[src/logic/rc_adc_pkg.sv]
// package: constants, register map and types of the rc oscillation converter counters
package rc_adc_pkg;

  // register word offsets (byte addresses on the bus)
  localparam logic [4:0] OFS_TIMER_A_LOW_BYTE   = 5'h00;
  localparam logic [4:0] OFS_TIMER_A_HIGH_BYTE  = 5'h04;
  localparam logic [4:0] OFS_TIMER_B_LOW_BYTE   = 5'h08;
  localparam logic [4:0] OFS_TIMER_B_HIGH_BYTE  = 5'h0C;
  localparam logic [4:0] OFS_TIMER_CONTROL      = 5'h10;
  localparam logic [4:0] OFS_CONVERTER_CONTROL  = 5'h14;
  localparam logic [4:0] OFS_IRQ_STATUS         = 5'h18;
  localparam logic [4:0] OFS_IRQ_MASK           = 5'h1C;

  // field positions
  localparam int RUN_BIT_POS      = 4;
  localparam int TF_BIT_POS       = 4;
  localparam int OVF_SEL_POS      = 0;
  localparam int CONV_EN_POS      = 1;
  localparam int MODE_LSB         = 4;

  // reset values and converter control read mask
  localparam logic [7:0]  TIMER_CONTROL_RST     = 8'h00;
  localparam logic [7:0]  CONVERTER_CONTROL_RST = 8'h00;
  localparam logic [15:0] COUNTER_RST           = 16'h0000;
  localparam logic [7:0]  IRQ_MASK_RST          = 8'h00;
  localparam logic [7:0]  CONV_CTRL_RMASK       = 8'hF3;

  // status bits: 0 overflow a, 1 overflow b, 4 timer flag
  localparam int ST_OVF_A = 0;
  localparam int ST_OVF_B = 1;

  typedef struct packed {
    logic [2:0] tmr_a_sel;
    logic       run;
  } timer_ctrl_s;

  typedef struct packed {
    logic [3:0] mode;
    logic       conv_en;
    logic       ovf_sel;
  } conv_ctrl_s;

  // thirteen switches, bit 0 = first timer a source switch
  typedef logic [12:0] switch_t;

  // timer b switch pattern per mode code 0..7; codes 8..15 = all open
  localparam switch_t SW_MODE_0 = 13'h0800;
  localparam switch_t SW_MODE_1 = 13'h0848;
  localparam switch_t SW_MODE_2 = 13'h0888;
  localparam switch_t SW_MODE_3 = 13'h0828;
  localparam switch_t SW_MODE_4 = 13'h0850;
  localparam switch_t SW_MODE_5 = 13'h1300;
  localparam switch_t SW_MODE_6 = 13'h1500;
  localparam switch_t SW_MODE_7 = 13'h1000;

endpackage

[src/logic/up_counter16.sv]
// sixteen bit loadable up counter with low-byte buffers
`timescale 1ns/1ps
module up_counter16
  import rc_adc_pkg::*;
(
  // clock and reset
  input  wire logic        clk,
  input  wire logic        rst_n,
  // control
  input  wire logic        tick,
  input  wire logic        stop,
  input  wire logic        wr_low,
  input  wire logic        wr_high,
  input  wire logic        rd_high,
  input  wire logic [7:0]  wdata,
  // status
  output logic [15:0]      count,
  output logic [7:0]       low_hold,
  output logic             ovf
);

  logic [7:0] low_wbuf;
  wire        wrap = tick & ~stop & (count == 16'hFFFF);

  assign ovf = wrap;

  always_ff @(posedge clk or negedge rst_n) begin
    if (!rst_n) begin
      count    <= COUNTER_RST;
      low_wbuf <= 8'h00;
      low_hold <= 8'h00;
    end else begin
      if (wr_low)
        low_wbuf <= wdata;
      if (rd_high)
        low_hold <= count[7:0];
      if (wr_high)
        count <= {wdata, low_wbuf};
      else if (tick && !stop)
        count <= count + 16'h0001;
    end
  end

endmodule

[src/logic/rc_adc_counters.sv]
// rc oscillation converter counter pair with wishbone slave and interrupt
`timescale 1ns/1ps
module rc_adc_counters
  import rc_adc_pkg::*;
(
  // clock and reset
  input  wire logic        CLK,
  input  wire logic        ARST_N,
  // wishbone slave
  input  wire logic        CYC_I,
  input  wire logic        STB_I,
  input  wire logic        WE_I,
  input  wire logic [4:0]  ADR_I,
  input  wire logic [3:0]  SEL_I,
  input  wire logic [31:0] DAT_I,
  output logic [31:0]      DAT_O,
  output logic             ACK_O,
  // timer a clock sources, already on CLK
  input  wire logic        SYS_CLK_EN,
  input  wire logic        INSTR_CLK_EN,
  input  wire logic        PRESCALER_EN,
  // timer b oscillation networks and external inputs, asynchronous
  input  wire logic        OSC_CH0,
  input  wire logic        OSC_CH1,
  input  wire logic        EXT_CLOCK_IN_CH0,
  input  wire logic        EXT_CLOCK_IN_CH1,
  // switch closures and interrupt
  output logic [12:0]      NETWORK_SWITCHES,
  output logic             TIMER_IRQ_FLAG,
  output logic             IRQ
);

  logic [1:0]  rst_sync;
  wire         rst_n = rst_sync[1];

  always_ff @(posedge CLK or negedge ARST_N) begin
    if (!ARST_N)
      rst_sync <= 2'b00;
    else
      rst_sync <= {rst_sync[0], 1'b1};
  end

  timer_ctrl_s tctl;
  conv_ctrl_s  cctl;
  logic [7:0]  irq_status;
  logic [7:0]  irq_mask;

  // bus decode
  wire        req      = CYC_I & STB_I & ~ACK_O;
  wire        lane0    = SEL_I[0];
  wire        wr       = req & WE_I & lane0;
  wire        rd       = req & ~WE_I;
  wire        hit_al   = ADR_I == OFS_TIMER_A_LOW_BYTE;
  wire        hit_ah   = ADR_I == OFS_TIMER_A_HIGH_BYTE;
  wire        hit_bl   = ADR_I == OFS_TIMER_B_LOW_BYTE;
  wire        hit_bh   = ADR_I == OFS_TIMER_B_HIGH_BYTE;
  wire        hit_tc   = ADR_I == OFS_TIMER_CONTROL;
  wire        hit_cc   = ADR_I == OFS_CONVERTER_CONTROL;
  wire        hit_st   = ADR_I == OFS_IRQ_STATUS;
  wire        hit_mk   = ADR_I == OFS_IRQ_MASK;
  wire [7:0]  wbyte    = DAT_I[7:0];

  // timer b source synchronisers; first stage feeds only the second
  logic [3:0] src_s1;
  logic [3:0] src_s2;
  logic [3:0] src_s3;

  always_ff @(posedge CLK or negedge rst_n) begin
    if (!rst_n) begin
      src_s1 <= 4'h0;
      src_s2 <= 4'h0;
      src_s3 <= 4'h0;
    end else begin
      src_s1 <= {EXT_CLOCK_IN_CH1, OSC_CH1, EXT_CLOCK_IN_CH0, OSC_CH0};
      src_s2 <= src_s1;
      src_s3 <= src_s2;
    end
  end

  wire [3:0] src_rise = src_s2 & ~src_s3;

  // switch decode
  wire [2:0] sw_a = (tctl.tmr_a_sel == 3'b000) ? 3'b001 :
                    (tctl.tmr_a_sel == 3'b001) ? 3'b010 :
                    (tctl.tmr_a_sel == 3'b010) ? 3'b100 : 3'b000;

  localparam switch_t SW_B_TAB [0:7] = '{SW_MODE_0, SW_MODE_1, SW_MODE_2, SW_MODE_3,
                                         SW_MODE_4, SW_MODE_5, SW_MODE_6, SW_MODE_7};
  wire switch_t sw_b = cctl.mode[3] ? '0 : SW_B_TAB[cctl.mode[2:0]];

  // timer a tick: system clock, instruction clock or prescaler enable
  wire tick_a = (sw_a[0] & SYS_CLK_EN) | (sw_a[1] & INSTR_CLK_EN) |
                (sw_a[2] & PRESCALER_EN);

  // timer b tick follows the closed network: mode 0 ext ch0, 1..4 osc ch0,
  // 5..6 osc ch1, 7 ext ch1, undefined none
  wire tick_b = cctl.mode[3] ? 1'b0 :
                (cctl.mode[2:0] == 3'd0) ? src_rise[1] :
                (cctl.mode[2:0] == 3'd7) ? src_rise[3] :
                (cctl.mode[2:0] >= 3'd5) ? src_rise[2] : src_rise[0];

  // counters stop while run is low
  wire stop = ~tctl.run;

  logic [15:0] cnt_a;
  logic [15:0] cnt_b;
  logic [7:0]  hold_a;
  logic [7:0]  hold_b;
  logic        ovf_a;
  logic        ovf_b;

  up_counter16 u_timer_a (
    .clk      (CLK),
    .rst_n    (rst_n),
    .tick     (tick_a),
    .stop     (stop),
    .wr_low   (wr & hit_al),
    .wr_high  (wr & hit_ah),
    .rd_high  (rd & hit_ah),
    .wdata    (wbyte),
    .count    (cnt_a),
    .low_hold (hold_a),
    .ovf      (ovf_a)
  );

  up_counter16 u_timer_b (
    .clk      (CLK),
    .rst_n    (rst_n),
    .tick     (tick_b & cctl.conv_en),
    .stop     (stop),
    .wr_low   (wr & hit_bl),
    .wr_high  (wr & hit_bh),
    .rd_high  (rd & hit_bh),
    .wdata    (wbyte),
    .count    (cnt_b),
    .low_hold (hold_b),
    .ovf      (ovf_b)
  );

  // in timer mode the select bit is void and timer a overflow is used
  wire sel_ovf  = cctl.conv_en ? (cctl.ovf_sel ? ovf_b : ovf_a) : ovf_a;
  // in converter mode either overflow ends the run
  wire end_run  = cctl.conv_en ? (ovf_a | ovf_b) : ovf_a;

  wire [7:0] ev = {3'b000, sel_ovf, 2'b00, ovf_b, ovf_a};

  // control and status registers
  always_ff @(posedge CLK or negedge rst_n) begin
    if (!rst_n) begin
      tctl       <= '0;
      cctl       <= '0;
      irq_status <= 8'h00;
      irq_mask   <= IRQ_MASK_RST;
    end else begin
      if (wr && hit_tc)
        tctl <= {wbyte[7:5], wbyte[RUN_BIT_POS]};
      if (end_run)
        tctl.run <= 1'b0;
      if (wr && hit_cc)
        cctl <= {wbyte[7:MODE_LSB], wbyte[CONV_EN_POS], wbyte[OVF_SEL_POS]};
      if (wr && hit_mk)
        irq_mask <= wbyte;
      // new events win over the read clear
      irq_status <= ((rd && hit_st) ? 8'h00 : irq_status) | ev;
    end
  end

  // read mux: low-byte registers return the hold buffers only
  wire [7:0] tc_rd = {tctl.tmr_a_sel, tctl.run, 4'h0};
  wire [7:0] cc_rd = {cctl.mode, 2'b00, cctl.conv_en, cctl.ovf_sel} & CONV_CTRL_RMASK;
  wire [7:0] rmux  = hit_al ? hold_a :
                     hit_ah ? cnt_a[15:8] :
                     hit_bl ? hold_b :
                     hit_bh ? cnt_b[15:8] :
                     hit_tc ? tc_rd :
                     hit_cc ? cc_rd :
                     hit_st ? irq_status :
                     hit_mk ? irq_mask : 8'h00;

  // single wait-free answer: ack one cycle after the request
  always_ff @(posedge CLK or negedge rst_n) begin
    if (!rst_n) begin
      ACK_O <= 1'b0;
      DAT_O <= 32'h0000_0000;
    end else begin
      ACK_O <= req;
      DAT_O <= rd ? {24'h00_0000, rmux} : 32'h0000_0000;
    end
  end

  assign NETWORK_SWITCHES = {sw_b[12:3], sw_a};
  assign TIMER_IRQ_FLAG   = irq_status[TF_BIT_POS];
  assign IRQ              = |(irq_status & irq_mask);

endmodule

[config.mk]
export PLATFORM = sky130hd
export DESIGN_NAME = rc_adc_counters
export DESIGN_NICKNAME = d
export VERILOG_FILES = /design/src/logic/rc_adc_pkg.sv /design/src/logic/up_counter16.sv /design/src/logic/rc_adc_counters.sv
export SDC_FILE = /design/constraint.sdc
export NUM_CORES = 1
export LEC_CHECK = 0
export BUFFER_PORTS_ARGS = -buffer_cell sky130_fd_sc_hd__buf_2
export CAP_MARGIN = 20
export CORE_ASPECT_RATIO = 1.1
export CORE_UTILIZATION = 60
export DETAILED_ROUTE_END_ITERATION = 10
export PLACE_DENSITY_LB_ADDON = 0.05
export SYNTH_ARGS = -nofsm -noshare
export SYNTH_HDL_FRONTEND = slang
export SYNTH_SLANG_ARGS = --single-unit
export TNS_END_PERCENT = 1
[constraint.sdc]
create_clock -name CLK -period 9 [get_ports CLK]
set_input_delay 0.9 -clock CLK [delete_from_list [all_inputs] [get_ports CLK]]
set_output_delay 0.9 -clock CLK [all_outputs]
set_load 0.01 [all_outputs]
==> flow_summary.ini <==
[synthesis]
synth_cell_type_count = 63
number_of_enable_type_register_cells_in_the_synthesized_netlist = 0
mappedNetlistArea_um2 = 5595
yosys-top-cells-area = sky130_fd_sc_hd__dfrtp_1 (48%), sky130_fd_sc_hd__mux2_2 (11%), sky130_fd_sc_hd__buf_4 (3.2%)
post-synth-top-area-cell = sky130_fd_sc_hd__dfrtp_1
ys_ff_latch = 108
synth_seq_area_share = 0.4830
share_of_the_synthesized_area_in_the_top_cell_type = 0.4830
ys_dominant_reg_cell = sky130_fd_sc_hd__dfrtp_1
synth.yosys.warnings = 0
ys_async_sr_fraction = 1.000
mean_cell_area_of_the_mapped_netlist_um2 = 10.82
synthesis.instances = 517

[routing]
dr.pass1.iters = 5
drc = 0
detail_route.iter0.violations = 456
drt-total-wl_um = 13210
antenna_left = 0
vias = 4146
routed_via_density = 6.097
post_drt_wl_per_cell_um = 19.42

[finish]
stdcell_area_um2 = 6077
nets = 622
n_antenna_cell = 0
layout-area-overhead-vs-synth_pct = 8.609
multi_input_area_um2 = 2690
sequential_cell_area_um2 = 2706
drive_above_1_share = 0.2509
fill_cells = 704

[timing]
final_hold_violating_endpoints = 0
timing.hold.ws_ns = 0.2873
setup-tns-final_ns = 0
worst_pin_slew_ns = 0.9762
fmax_mhz = 379.8
worst_slew_margin_rel = 0.3442
period_needed_ns = 2.633
finalCritPeriodShare = 0.2926
setup_viol = 0
final_slew_viol_count = 0
rsz0062_at_grt = false
skew_ns = 0.01311

[grt]
overflow = 0
via_count_of_the_first_global_routing_pass = 3993
grt_antenna_before_repair = 0
track_usage = 0.2966
pin_count_of_the_biggest_net_entering_global_routing = 58
grt_pass1_wl_um = 21070

[clocking]
cts_tree = yes
clk_path_buf_depth = 2
postCtsHoldBufs = 0
post_cts.repair.setup_buffers = 0
ctsRootBufferMaster = sky130_fd_sc_hd__clkbuf_8
ctsResizeCount = 0
clkSlewWorstSetupHoldPaths_ns = 0.09
insertion_delay_ns = 0.38
clock-sinks = 108
cts_buffers = 9
cts_htree_levels = 3

[critical_path]
timing.critical_path.to_type = output port
crit_start = cc_rd[5]
setup.worst_path.start_class = register
crit-reg2reg-launch = cc_rd[5]
r2r_slack_ns = 6.43
r2r.worst_path.cells = 7
crit-reg2reg-capture = tc_rd[4]
setup.worst_path.end = NETWORK_SWITCHES[6]
worst-path-max-fanout = 6
cp_data_arrival_time_ns = 1.73
critical_path_class = register to output port
timing.critical_path.required_ns = 8.10

[floorplanning]
floorplan.rows = 36
floorplan.core_area_um2 = 8964
chipWidth_um = 94.08
die-height_um = 103.3
effective_utilization_at_floorplan = 0.6242
boundaryPins = 101
dieArea_um2 = 9717

[pwr]
total_switching_power_mw = 0.2840
pwr-share-clk = 0.337
pwr-share-comb = 0.127
seq_power_share = 0.536
static_leak_nw = 2.797
p_sw_frac = 0.2696
cellPowerDensity_nw_per_um2 = 173.3
post-layout-total-power_mw = 1.053
ir_worst_vdd_mv = 0.1208
internal_power_mw = 0.7693

[run]
maxCapViolations = 0

[min_path]
min_path_type = input port to async pin

[placed_design]
placed_cell_area_um2 = 5833
detailed_place_hpwl_um = 9267
routabilityCongestion = 0.9482
numPortBuffers = 49

[outcome]
status = complete, no violations
[registers in the layout, indices dropped and copies added (netlist names)]
signal / flops
tc_rd: 4
src_s1: 4
ACK_O: 1
u_timer_a.count: 16
u_timer_a.low_hold: 8
src_s2: 4
DAT_O: 8
u_timer_b.low_hold: 8
irq_mask: 8
irq_status: 3
u_timer_b.count: 16
u_timer_b.low_wbuf: 8
u_timer_a.low_wbuf: 8
cc_rd: 6
src_s3: 4
rst_sync: 2
[kinds of logic (layout without fill, tap and decap cells)]
logic type | count (synthesis) | after routing | share of synthesized area
mux | 69 | 69 | 0.1427
simple gates | 177 | 177 | 0.1744
compound gates | 84 | 84 | 0.09996
other cells | 2 | 25 | 0.001342
fa+ha+maj | 7 | 7 | 0.01565
flops | 108 | 108 | 0.4830
buf+inv | 50 | 76 | 0.05165
xor+xnor | 20 | 20 | 0.03131
[cells in the mapped netlist (all sizes together) (10+ instances only)]
| library cell | number |
|---|---|
| a21oi | 17 |
| mux2 | 56 |
| buf | 30 |
| nor2 | 37 |
| xnor2 | 17 |
| o21ai | 24 |
| and3 | 10 |
| dfrtp | 108 |
| nand3 | 22 |
| nand2 | 31 |
| nor3 | 17 |
| nor2b | 10 |
| mux2i | 10 |
| clkbuf | 11 |
[critical path, stage by stage, from the launching register on]
cell	delay, ns
sky130_fd_sc_hd__dfrtp_1	0.46
sky130_fd_sc_hd__inv_1	0.13
sky130_fd_sc_hd__ha_1	0.28
sky130_fd_sc_hd__inv_1	0.06
sky130_fd_sc_hd__a21oi_1	0.17
sky130_fd_sc_hd__o21a_1	0.13
sky130_fd_sc_hd__buf_2	0.12
[stage by stage]
step,worst slack [ns],utilization,std cells
2_1_floorplan,5.769,-,540
3_3_place_gp,6.159,0.6508,664
3_5_place_dp,6.092,0.6508,664
4_1_cts,6.111,0.6774,679
5_1_grt,6.138,0.6780,680
6_report,6.367,0.6780,680
[cells in the final DEF, fill, tap and decap left out, types with 7 or more instances in the layout]
cell	Yosys	layout
sky130_fd_sc_hd__a21oi_1	17	17
sky130_fd_sc_hd__a31oi_1	7	7
sky130_fd_sc_hd__and2_1	8	8
sky130_fd_sc_hd__and3_1	10	10
sky130_fd_sc_hd__buf_2	3	50
sky130_fd_sc_hd__clkbuf_8	0	10
sky130_fd_sc_hd__conb_1	2	25
sky130_fd_sc_hd__dfrtp_1	108	107
sky130_fd_sc_hd__ha_1	7	7
sky130_fd_sc_hd__inv_1	9	9
sky130_fd_sc_hd__mux2_2	56	56
sky130_fd_sc_hd__mux2i_1	10	10
sky130_fd_sc_hd__nand2_1	30	30
sky130_fd_sc_hd__nand3_1	22	22
sky130_fd_sc_hd__nand4_1	8	8
sky130_fd_sc_hd__nor2_1	36	36
sky130_fd_sc_hd__nor2b_1	10	10
sky130_fd_sc_hd__nor3_1	14	14
sky130_fd_sc_hd__o21ai_0	24	24
sky130_fd_sc_hd__or3_1	7	7
sky130_fd_sc_hd__xnor2_1	17	17
[power groups by stage]
stage                     logic (mW)  clock network, mW  registers, mW
after global placement         0.128                  0          0.571
after floorplan                0.104                  0          0.558
final                          0.134              0.355          0.565
after detailed placement       0.132                  0          0.573
after CTS                      0.133              0.359          0.563
after global routing           0.150              0.376          0.570
[metal layers]
layer,vias up,global-route usage,part of all wire
met3,24,0.04532,0.056
met4,0,0.1456,0.026
met5,-,0,0
met2,154,0.4469,0.46
met1,2050,0.4225,0.46
li1,1918,-,-
[final cells by class]
class,count,share of cell area
clock buffers,11,0.02327
well taps,114,0.02347
clock inverters,4,0.01606
repair buffers,52,0.04365
inverters,9,0.005559
multi-input cells,382,0.4427
flip-flops and latches,108,0.4453
[how the worst min path moves through the flow]
| stage | to | slack [ns] |
|---|---|---|
| after global placement | src_s2[0] | 0.33 |
| after floorplan | rst_sync[1] | 0.33 |
| final | rst_sync[1] | 0.29 |
| after detailed placement | src_s2[1] | 0.34 |
| after CTS | rst_sync[1] | 0.27 |
| after global routing | rst_sync[1] | 0.27 |
Power figures use the tool's default switching activity.
